File: src/include/svw_pkg.sv
// constants for the supervisory reset and watchdog block
package svw_pkg;
   // system clock
   localparam int unsigned CLK_PERIOD_PS = 5000;
   // timebase tick period
   localparam int unsigned TICK_US = 100;
   localparam int unsigned TICK_CYCLES = TICK_US * 1000 * 1000 / CLK_PERIOD_PS;
   // reset hold time after every cause clears
   localparam int unsigned HOLD_MS = 215;
   localparam int unsigned HOLD_MIN_MS = 140;
   localparam int unsigned HOLD_TICKS = HOLD_MS * 1000 / TICK_US;
   // watchdog period
   localparam int unsigned WD_PERIOD_MS = 1500;
   localparam int unsigned WD_TICKS = WD_PERIOD_MS * 1000 / TICK_US;
   // internal kick driver: low share of the watchdog period, full cycle
   localparam int unsigned DRV_LOW_PERMILLE = 875;
   localparam int unsigned DRV_LOW_TICKS = WD_TICKS * DRV_LOW_PERMILLE / 1000;
   localparam int unsigned DRV_CYCLE_MS = 1400;
   localparam int unsigned DRV_CYCLE_TICKS = DRV_CYCLE_MS * 1000 / TICK_US;
   // shortest kick pulse that must be seen
   localparam int unsigned KICK_MIN_NS = 50;
   localparam int unsigned KICK_MIN_CYCLES = KICK_MIN_NS * 1000 / CLK_PERIOD_PS;
   // manual reset glitch rejection, longest time so rounded down
   localparam int unsigned MR_REJECT_NS = 90;
   localparam int unsigned MR_FILT_CYCLES = MR_REJECT_NS * 1000 / CLK_PERIOD_PS;
   localparam int unsigned MR_MIN_PULSE_US = 1;
   // reset values
   localparam logic RST_ACTIVE_INIT = 1'b1;
   localparam logic KICK_DRV_INIT = 1'b0;
endpackage : svw_pkg

File: src/include/svw_tick_if.sv
// timebase tick carrier between tick generator and supervisor core
`timescale 1ns/1ps
`default_nettype none
interface svw_tick_if;
   logic tick;
   modport src (output tick);
   modport snk (input tick);
endinterface : svw_tick_if
`default_nettype wire

File: src/verilog/svw_tick_gen.sv
// timebase tick generator: one-cycle pulse every TICK_CYCLES clocks
`timescale 1ns/1ps
`default_nettype none
module svw_tick_gen
   import svw_pkg::*;
#(
   parameter int unsigned TICK_CYCLES_P = TICK_CYCLES
) (
   // clock and reset
   input wire logic clk,
   input wire logic rst,
   // tick out
   svw_tick_if.src tick_if
);
   localparam int W = $clog2(TICK_CYCLES_P);

   generate
      if (TICK_CYCLES_P < 2) begin : g_bad
         $error("svw_tick_gen: TICK_CYCLES_P must be at least 2");
      end
   endgenerate

   logic [W-1:0] cnt_reg;
   logic tick_reg;

   always_ff @(posedge clk or posedge rst) begin
      if (rst) begin
         cnt_reg <= '0;
         tick_reg <= 1'b0;
      end else if (cnt_reg == W'(TICK_CYCLES_P - 1)) begin
         cnt_reg <= '0;
         tick_reg <= 1'b1;
      end else begin
         cnt_reg <= cnt_reg + 1'b1;
         tick_reg <= 1'b0;
      end
   end

   assign tick_if.tick = tick_reg;
endmodule : svw_tick_gen
`default_nettype wire

File: src/verilog/svw_top.sv
// supervisory reset generator with supply monitor, manual reset and watchdog
`timescale 1ns/1ps
`default_nettype none
module svw_top
   import svw_pkg::*;
#(
   parameter bit ACTIVE_LOW = 1'b1,
   parameter int unsigned TICK_CYCLES_P = TICK_CYCLES,
   parameter int unsigned HOLD_TICKS_P = HOLD_TICKS,
   parameter int unsigned WD_TICKS_P = WD_TICKS,
   parameter int unsigned DRV_LOW_TICKS_P = DRV_LOW_TICKS,
   parameter int unsigned DRV_CYCLE_TICKS_P = DRV_CYCLE_TICKS,
   parameter int unsigned MR_FILT_CYCLES_P = MR_FILT_CYCLES
) (
   // clock and reset
   input wire logic CLK_SYS,
   input wire logic SYS_RST,
   // supply comparator
   input wire logic SUPPLY_LOW,
   // manual reset pin, pulled up outside
   input wire logic MANUAL_RESET_IN_LOW,
   // watchdog kick pin
   input wire logic WATCHDOG_KICK_IN,
   output logic WATCHDOG_KICK_OUT,
   output logic WATCHDOG_KICK_OE_N,
   // reset to the processor
   output logic RESET_LOW_OUTPUT
);
   localparam int HW = $clog2(HOLD_TICKS_P + 1);
   localparam int WW = $clog2(WD_TICKS_P + 1);
   localparam int DW = $clog2(DRV_CYCLE_TICKS_P + 1);
   localparam int FW = $clog2(MR_FILT_CYCLES_P + 1);

   // ----------------------------------------------------------------
   // parameter checks
   // ----------------------------------------------------------------
   generate
      if (HOLD_TICKS_P < 1 || WD_TICKS_P < 2 || MR_FILT_CYCLES_P < 1) begin : g_bad_cnt
         $error("svw_top: counts too small");
      end
      if (DRV_LOW_TICKS_P >= DRV_CYCLE_TICKS_P || DRV_CYCLE_TICKS_P >= WD_TICKS_P) begin : g_bad_drv
         $error("svw_top: kick driver must pulse within the watchdog period");
      end
      if (HOLD_MS < HOLD_MIN_MS) begin : g_bad_hold
         $error("svw_top: hold time below minimum");
      end
   endgenerate

   // ----------------------------------------------------------------
   // timebase
   // ----------------------------------------------------------------
   svw_tick_if tick_if ();

   svw_tick_gen #(.TICK_CYCLES_P(TICK_CYCLES_P)) u_tick (
      .clk(CLK_SYS),
      .rst(SYS_RST),
      .tick_if(tick_if)
   );

   logic tick;
   assign tick = tick_if.tick;

   // ----------------------------------------------------------------
   // pin synchronisers
   // ----------------------------------------------------------------
   // bit 0 supply low, bit 1 manual low, bit 2 kick
   logic [2:0] meta_reg;
   logic [2:0] sync_reg;
   logic kick_prev_reg;

   always_ff @(posedge CLK_SYS or posedge SYS_RST) begin
      if (SYS_RST) begin
         meta_reg <= 3'h3;
         sync_reg <= 3'h3;
         kick_prev_reg <= 1'b0;
      end else begin
         meta_reg <= {WATCHDOG_KICK_IN, ~MANUAL_RESET_IN_LOW, SUPPLY_LOW};
         sync_reg <= meta_reg;
         kick_prev_reg <= sync_reg[2];
      end
   end

   logic supply_low_s;
   logic mr_low_s;
   logic kick_edge;
   assign supply_low_s = sync_reg[0];
   assign mr_low_s = sync_reg[1];
   // any level change counts, so a single 50 ns pulse gives two edges
   assign kick_edge = sync_reg[2] ^ kick_prev_reg;

   // ----------------------------------------------------------------
   // manual reset glitch filter
   // ----------------------------------------------------------------
   // short spikes are rejected; a held low (or a bouncing switch) becomes
   // active and restarts the hold on every low, so bounce merges
   logic [FW-1:0] mr_cnt_reg;
   logic mr_active_reg;

   always_ff @(posedge CLK_SYS or posedge SYS_RST) begin
      if (SYS_RST) begin
         mr_cnt_reg <= '0;
         mr_active_reg <= 1'b0;
      end else if (!mr_low_s) begin
         mr_cnt_reg <= '0;
         mr_active_reg <= 1'b0;
      end else if (mr_cnt_reg == FW'(MR_FILT_CYCLES_P)) begin
         mr_active_reg <= 1'b1;
      end else begin
         mr_cnt_reg <= mr_cnt_reg + 1'b1;
      end
   end

   // ----------------------------------------------------------------
   // reset hold
   // ----------------------------------------------------------------
   logic wd_expire_reg;
   logic cause;
   logic rst_active_reg;
   logic [HW-1:0] hold_cnt_reg;

   assign cause = supply_low_s | mr_active_reg | wd_expire_reg;

   always_ff @(posedge CLK_SYS or posedge SYS_RST) begin
      if (SYS_RST) begin
         rst_active_reg <= RST_ACTIVE_INIT;
         hold_cnt_reg <= '0;
      end else if (cause) begin
         rst_active_reg <= 1'b1;
         hold_cnt_reg <= '0;
      end else if (rst_active_reg && tick) begin
         if (hold_cnt_reg == HW'(HOLD_TICKS_P - 1)) begin
            rst_active_reg <= 1'b0;
            hold_cnt_reg <= '0;
         end else begin
            hold_cnt_reg <= hold_cnt_reg + 1'b1;
         end
      end
   end

   // ----------------------------------------------------------------
   // watchdog counter
   // ----------------------------------------------------------------
   logic [WW-1:0] wd_cnt_reg;

   always_ff @(posedge CLK_SYS or posedge SYS_RST) begin
      if (SYS_RST) begin
         wd_cnt_reg <= '0;
         wd_expire_reg <= 1'b0;
      end else if (rst_active_reg || kick_edge) begin
         wd_cnt_reg <= '0;
         wd_expire_reg <= 1'b0;
      end else if (tick && wd_cnt_reg == WW'(WD_TICKS_P - 1)) begin
         wd_cnt_reg <= '0;
         wd_expire_reg <= 1'b1;
      end else begin
         if (tick) begin
            wd_cnt_reg <= wd_cnt_reg + 1'b1;
         end
         wd_expire_reg <= 1'b0;
      end
   end

   // ----------------------------------------------------------------
   // internal kick driver
   // ----------------------------------------------------------------
   // weak driver behind a series resistor: an external source overrides it,
   // and left alone its low-high-low pulse services the watchdog
   logic [DW-1:0] drv_cnt_reg;
   logic kick_drv_reg;

   always_ff @(posedge CLK_SYS or posedge SYS_RST) begin
      if (SYS_RST) begin
         drv_cnt_reg <= '0;
      end else if (tick) begin
         if (drv_cnt_reg == DW'(DRV_CYCLE_TICKS_P - 1)) begin
            drv_cnt_reg <= '0;
         end else begin
            drv_cnt_reg <= drv_cnt_reg + 1'b1;
         end
      end
   end

   always_ff @(posedge CLK_SYS or posedge SYS_RST) begin
      if (SYS_RST) begin
         kick_drv_reg <= KICK_DRV_INIT;
      end else begin
         kick_drv_reg <= (drv_cnt_reg >= DW'(DRV_LOW_TICKS_P));
      end
   end

   // ----------------------------------------------------------------
   // outputs
   // ----------------------------------------------------------------
   logic rst_out_reg;
   logic kick_oe_n_reg;

   always_ff @(posedge CLK_SYS or posedge SYS_RST) begin
      if (SYS_RST) begin
         rst_out_reg <= ~ACTIVE_LOW;
         kick_oe_n_reg <= 1'b0;
      end else begin
         rst_out_reg <= rst_active_reg ^ ACTIVE_LOW;
         kick_oe_n_reg <= 1'b0;
      end
   end

   assign RESET_LOW_OUTPUT = rst_out_reg;
   assign WATCHDOG_KICK_OUT = kick_drv_reg;
   assign WATCHDOG_KICK_OE_N = kick_oe_n_reg;
endmodule : svw_top
`default_nettype wire

File: config.mk
export PLATFORM = sky130hd
export DESIGN_NAME = svw_top
export DESIGN_NICKNAME = d
export VERILOG_FILES = /design/src/include/svw_pkg.sv /design/src/include/svw_tick_if.sv /design/src/verilog/svw_tick_gen.sv /design/src/verilog/svw_top.sv
export SDC_FILE = /design/constraint.sdc
export NUM_CORES = 1
export LEC_CHECK = 0
export BUFFER_PORTS_ARGS = -buffer_cell sky130_fd_sc_hd__buf_4
export CAP_MARGIN = 40
export CORE_ASPECT_RATIO = 0.9
export CORE_MARGIN = 4
export CORE_UTILIZATION = 60
export DETAILED_ROUTE_END_ITERATION = 10
export GPL_ROUTABILITY_DRIVEN = 1
export PLACE_DENSITY = 0.77
export SLEW_MARGIN = 20
export SYNTH_ARGS = -nofsm -noshare
export SYNTH_HDL_FRONTEND = slang
export SYNTH_SLANG_ARGS = --single-unit
File: constraint.sdc
create_clock -name CLK_SYS -period 2.3 [get_ports CLK_SYS]
set_input_delay 0.23 -clock CLK_SYS [delete_from_list [all_inputs] [get_ports CLK_SYS]]
set_output_delay 0.23 -clock CLK_SYS [all_outputs]
set_load 0.02 [all_outputs]
==> summary.md <==
| Metric | Value |
|---|---|
| Final min period | `between 1500 and 2000 ps` |
| Average wire per standard cell | `14.9 µm` |
| Root buffer selected by CTS | `sky130_fd_sc_hd__clkbuf_8` |
| Worst setup slack for register-to-register paths | `between 400 and 500 ps` |
| Die Y | `80.8 µm` |
| Setup repair after global routing missed its margin | `false` |
| Worst Max-Slew Pin Slew | `522 ps` |
| Count of fill cells added during filler insertion | `about 440` |
| Final non-filler cell total | `approximately 440` |
| Vias per Instance | `a little under 6` |
| Most area-hungry cell type in the Yosys netlist | `sky130_fd_sc_hd__dfrtp_1` |
| Maximum fanout encountered on the critical timing path | `8` |
| TritonCTS clock tree | `done` |
| Number of flip-flops in the largest register | `15` |
| Ys flop type | `sky130_fd_sc_hd__dfrtp_1` |
| Clock latency reported for the late side of the worst-skew pair | `about 350 ps` |
| Crit path launch type | `flop` |
| Mapped cell area | `3540 µm²` |
| Total number of vias | `2579` |
| Global-route wire length before repair | `approximately 12 mm` |
| Number of placement rows | `26` |
| Type of the most critical hold path | `reg -> reg` |
| Setup slack after placement | `about 430 ps` |
| Synthesized area per cell | `around 10 µm²` |
| Maximum level of the CTS H-tree | `3` |
| Clock sink count | `73` |
| Die area | `7190 µm²` |
| Top cell type's share of synthesized area | `0.481` |
| Most common cell after layout, fill and taps aside | `sky130_fd_sc_hd__dfrtp_1` |
| Clock share of power | `0.434` |
| HPWL Detailed | `~4.3 mm` |
| YS warnings | `0` |
| Post-synth EDFFs | `0` |
| Worst Setup End Kind | `flop` |
| Status | `finished, final reports clean` |
| Horizontal die dimension | `88.9 µm` |
| Number of inserted diodes | `0` |
| Most frequent cells in the layout | `68 x sky130_fd_sc_hd__dfrtp_1, 30 x sky130_fd_sc_hd__nor2_1, 27 x sky130_fd_sc_hd__nand2_1` |
| Static power due to leakage | `~1.7 nW` |
| PwrDens | `between 600 and 700 nW/µm²` |
| Clock tree skew after final layout | `about 8.3 ps` |
| Initial detailed-routing violation count | `between 100 and 150` |
| Detailed-router iteration count before antenna repair | `4` |
| Wire length reported by the detailed router | `6.51 mm` |
| Area of the core | `5690 µm²` |
| I/O Buffers | `6` |
| Worst setup path start | `u_tick.cnt_reg[7]` |
| VDD IR max | `around 0.48 mV` |
| Total I/O pin count | `8` |
| Final Max Tran Viols | `0` |
| Crit path capture | `u_tick.cnt_reg[11]` |
| Yosys reg bits | `73` |
| Arr. time, crit path | `about 2100 ps` |
| Distinct cells, synth | `52` |
| Vias in the first global route | `between 2000 and 3000` |
| Headroom to the max-slew limit | `0.649` |
| Final hold violation count | `0` |
| Switching power summed over all nets | `about 500 µW` |
| Destination of the worst register-to-register timing path | `u_tick.cnt_reg[11]` |
| Count of final setup violators | `0` |
| Sequential cell fraction of total power | `0.537` |
| Start-to-end type of the worst setup path | `reg -> reg` |
| Final worst setup slack | `between 400 and 500 ps` |
| Area overhead of the layout relative to synthesis | `12.3%` |
| Total global routing overflow | `0` |
| Final Net Count | `377` |
| Placer congestion estimate | `between 0.8 and 0.9` |
| Residual antenna-violating net count after detailed routing | `0` |
| Net count after synthesis | `353` |
| Number of instances in the placed design | `about 420` |
| Gate power share | `0.029` |
| Largest net degree at the start of global routing | `74` |
| Top achievable clock speed | `0.532 GHz` |
| Maxcap violations | `0` |
| Antenna violations before repair | `0` |
| Seq. cell area | `about 1800 µm²` |
| Worst R2R Path Depth | `4` |
| Placed inst area | `about 3700 µm²` |
| Cell-internal power | `a little under 2 mW` |
| Critical register-to-register path startpoint | `u_tick.cnt_reg[7]` |
| Worst endpoint required time | `between 2000 and 3000 ps` |
| Detailed-route DRC error count | `0` |
| Starting density of the core | `0.621` |
| Final Cycle Share | `0.817` |
| Post-route cell area | `between 3000 and 4000 µm²` |
| Main area contributors after synthesis | `sky130_fd_sc_hd__dfrtp_1 48%, sky130_fd_sc_hd__xnor2_1 4.7%, sky130_fd_sc_hd__xor2_1 4.5%` |
| Final sum of negative setup slack | `0 ps` |
| Switching fraction of total power | `0.204` |
| Mapped Cells | `339` |
| CTS clock-pin slew for the worst setup and hold paths | `70 ps` |
| Post-synthesis sequential area ratio | `0.518` |
| Fraction of layout instances using a drive strength above 1 | `0.128` |
| Number of buffers created by CTS | `9` |
| Asr flop ratio synth | `1.00` |
| Pwr Total | `about 2.4 mW` |
| Overall fraction of global-route tracks in use | `0.213` |
| Max Root-Sink Buffers | `2` |
| Multi-input gate area in the final layout | `roughly 1600 µm²` |
-- power by group through the flow --
stage | registers, mW | clock network [mW] | logic [mW]
final | 1.31 | 1.06 | 0.0708
after global routing | 1.31 | 1.13 | 0.0810
after CTS | 1.30 | 1.09 | 0.0725
after detailed placement | 1.33 | 0 | 0.0657
after global placement | 1.33 | 0 | 0.0643
after floorplan | 1.33 | 0 | 0.0426
-- kinds of logic after synthesis --
| group | after synthesis | synth area share |
|---|---|---|
| DFF | 73 | 0.518 |
| muxes | 4 | 0.0113 |
| and+or+nand+nor | 149 | 0.239 |
| AOI/OAI and AO/OA | 44 | 0.0810 |
| buffers and inverters | 22 | 0.0255 |
| xor gates and xnor gates | 37 | 0.0916 |
| other | 1 | 0.00106 |
| adders and majority gates | 9 | 0.0318 |
-- metrics by stage --
step | hold WS (ps) | util
after floorplan | 234 | -
after global placement | 331 | 0.653
after detailed placement | 341 | 0.653
after CTS | 358 | 0.698
after global routing | 360 | 0.698
final | 355 | 0.698
-- synthesized netlist by cell type, types with 2 or more instances --
library cell and instances:
sky130_fd_sc_hd__a21boi_0 2, sky130_fd_sc_hd__a21oi_1 12, sky130_fd_sc_hd__and2_1 3, sky130_fd_sc_hd__and3_1 5, sky130_fd_sc_hd__and4_1 3, sky130_fd_sc_hd__buf_2 3
sky130_fd_sc_hd__clkbuf_1 2, sky130_fd_sc_hd__dfrtp_1 68, sky130_fd_sc_hd__dfstp_2 5, sky130_fd_sc_hd__ha_1 9, sky130_fd_sc_hd__inv_1 16, sky130_fd_sc_hd__mux2i_1 4
sky130_fd_sc_hd__nand2_1 27, sky130_fd_sc_hd__nand2b_1 4, sky130_fd_sc_hd__nand3_1 14, sky130_fd_sc_hd__nand4_1 13, sky130_fd_sc_hd__nand4bb_1 4, sky130_fd_sc_hd__nor2_1 30
sky130_fd_sc_hd__nor2b_1 2, sky130_fd_sc_hd__nor3_1 10, sky130_fd_sc_hd__nor4_1 6, sky130_fd_sc_hd__nor4_2 2, sky130_fd_sc_hd__nor4bb_1 2, sky130_fd_sc_hd__o21ai_0 12
sky130_fd_sc_hd__o31ai_1 4, sky130_fd_sc_hd__or3_1 15, sky130_fd_sc_hd__or4_4 2, sky130_fd_sc_hd__xnor2_1 19, sky130_fd_sc_hd__xor2_1 18
-- worst max-delay path, stage by stage (launching register included) --
cell                      delay (ps)
sky130_fd_sc_hd__dfrtp_1         410
sky130_fd_sc_hd__or4b_4          570
sky130_fd_sc_hd__nor4_4          450
sky130_fd_sc_hd__o21ai_0         140
sky130_fd_sc_hd__a22o_1          200
-- how the worst min path moves through the flow --
stage | endpoint | cells after the start | start
finish | sync_reg[2] | 0 | meta_reg[2]
floorplan | meta_reg[0] | 0 | SUPPLY_LOW
global route | sync_reg[2] | 0 | meta_reg[2]
CTS | sync_reg[2] | 0 | meta_reg[2]
global placement | sync_reg[2] | 0 | meta_reg[2]
detailed placement | meta_reg[0] | 1 | SUPPLY_LOW
-- area by class of cell --
class	instances	share of cell area
multi-input combinational	244	0.406
timing repair buffer	19	0.0416
clock inverter	2	0.00882
tap	70	0.0220
sequential	73	0.461
clock buffer	13	0.0450
inverter	16	0.0151
-- metal layers --
layer	share of wire	global-route usage	wire length [µm]	vias to the layer above
met5	0	0	0	-
met4	0.021	0.0848	135	0
met3	0.039	0.0700	257	13
met2	0.49	0.318	3160	55
met1	0.45	0.290	2960	1260
li1	-	-	-	1251
-- timing repair --
item | CTS | global route
setup endpoints to repair | 0 | 0
hold buffers | 4 | 0
resized for setup | 0 | 0
setup buffers | 0 | 0
endpoints found under the hold margin | 71 | 0
Note: power is estimated with default switching activity, not from simulation.
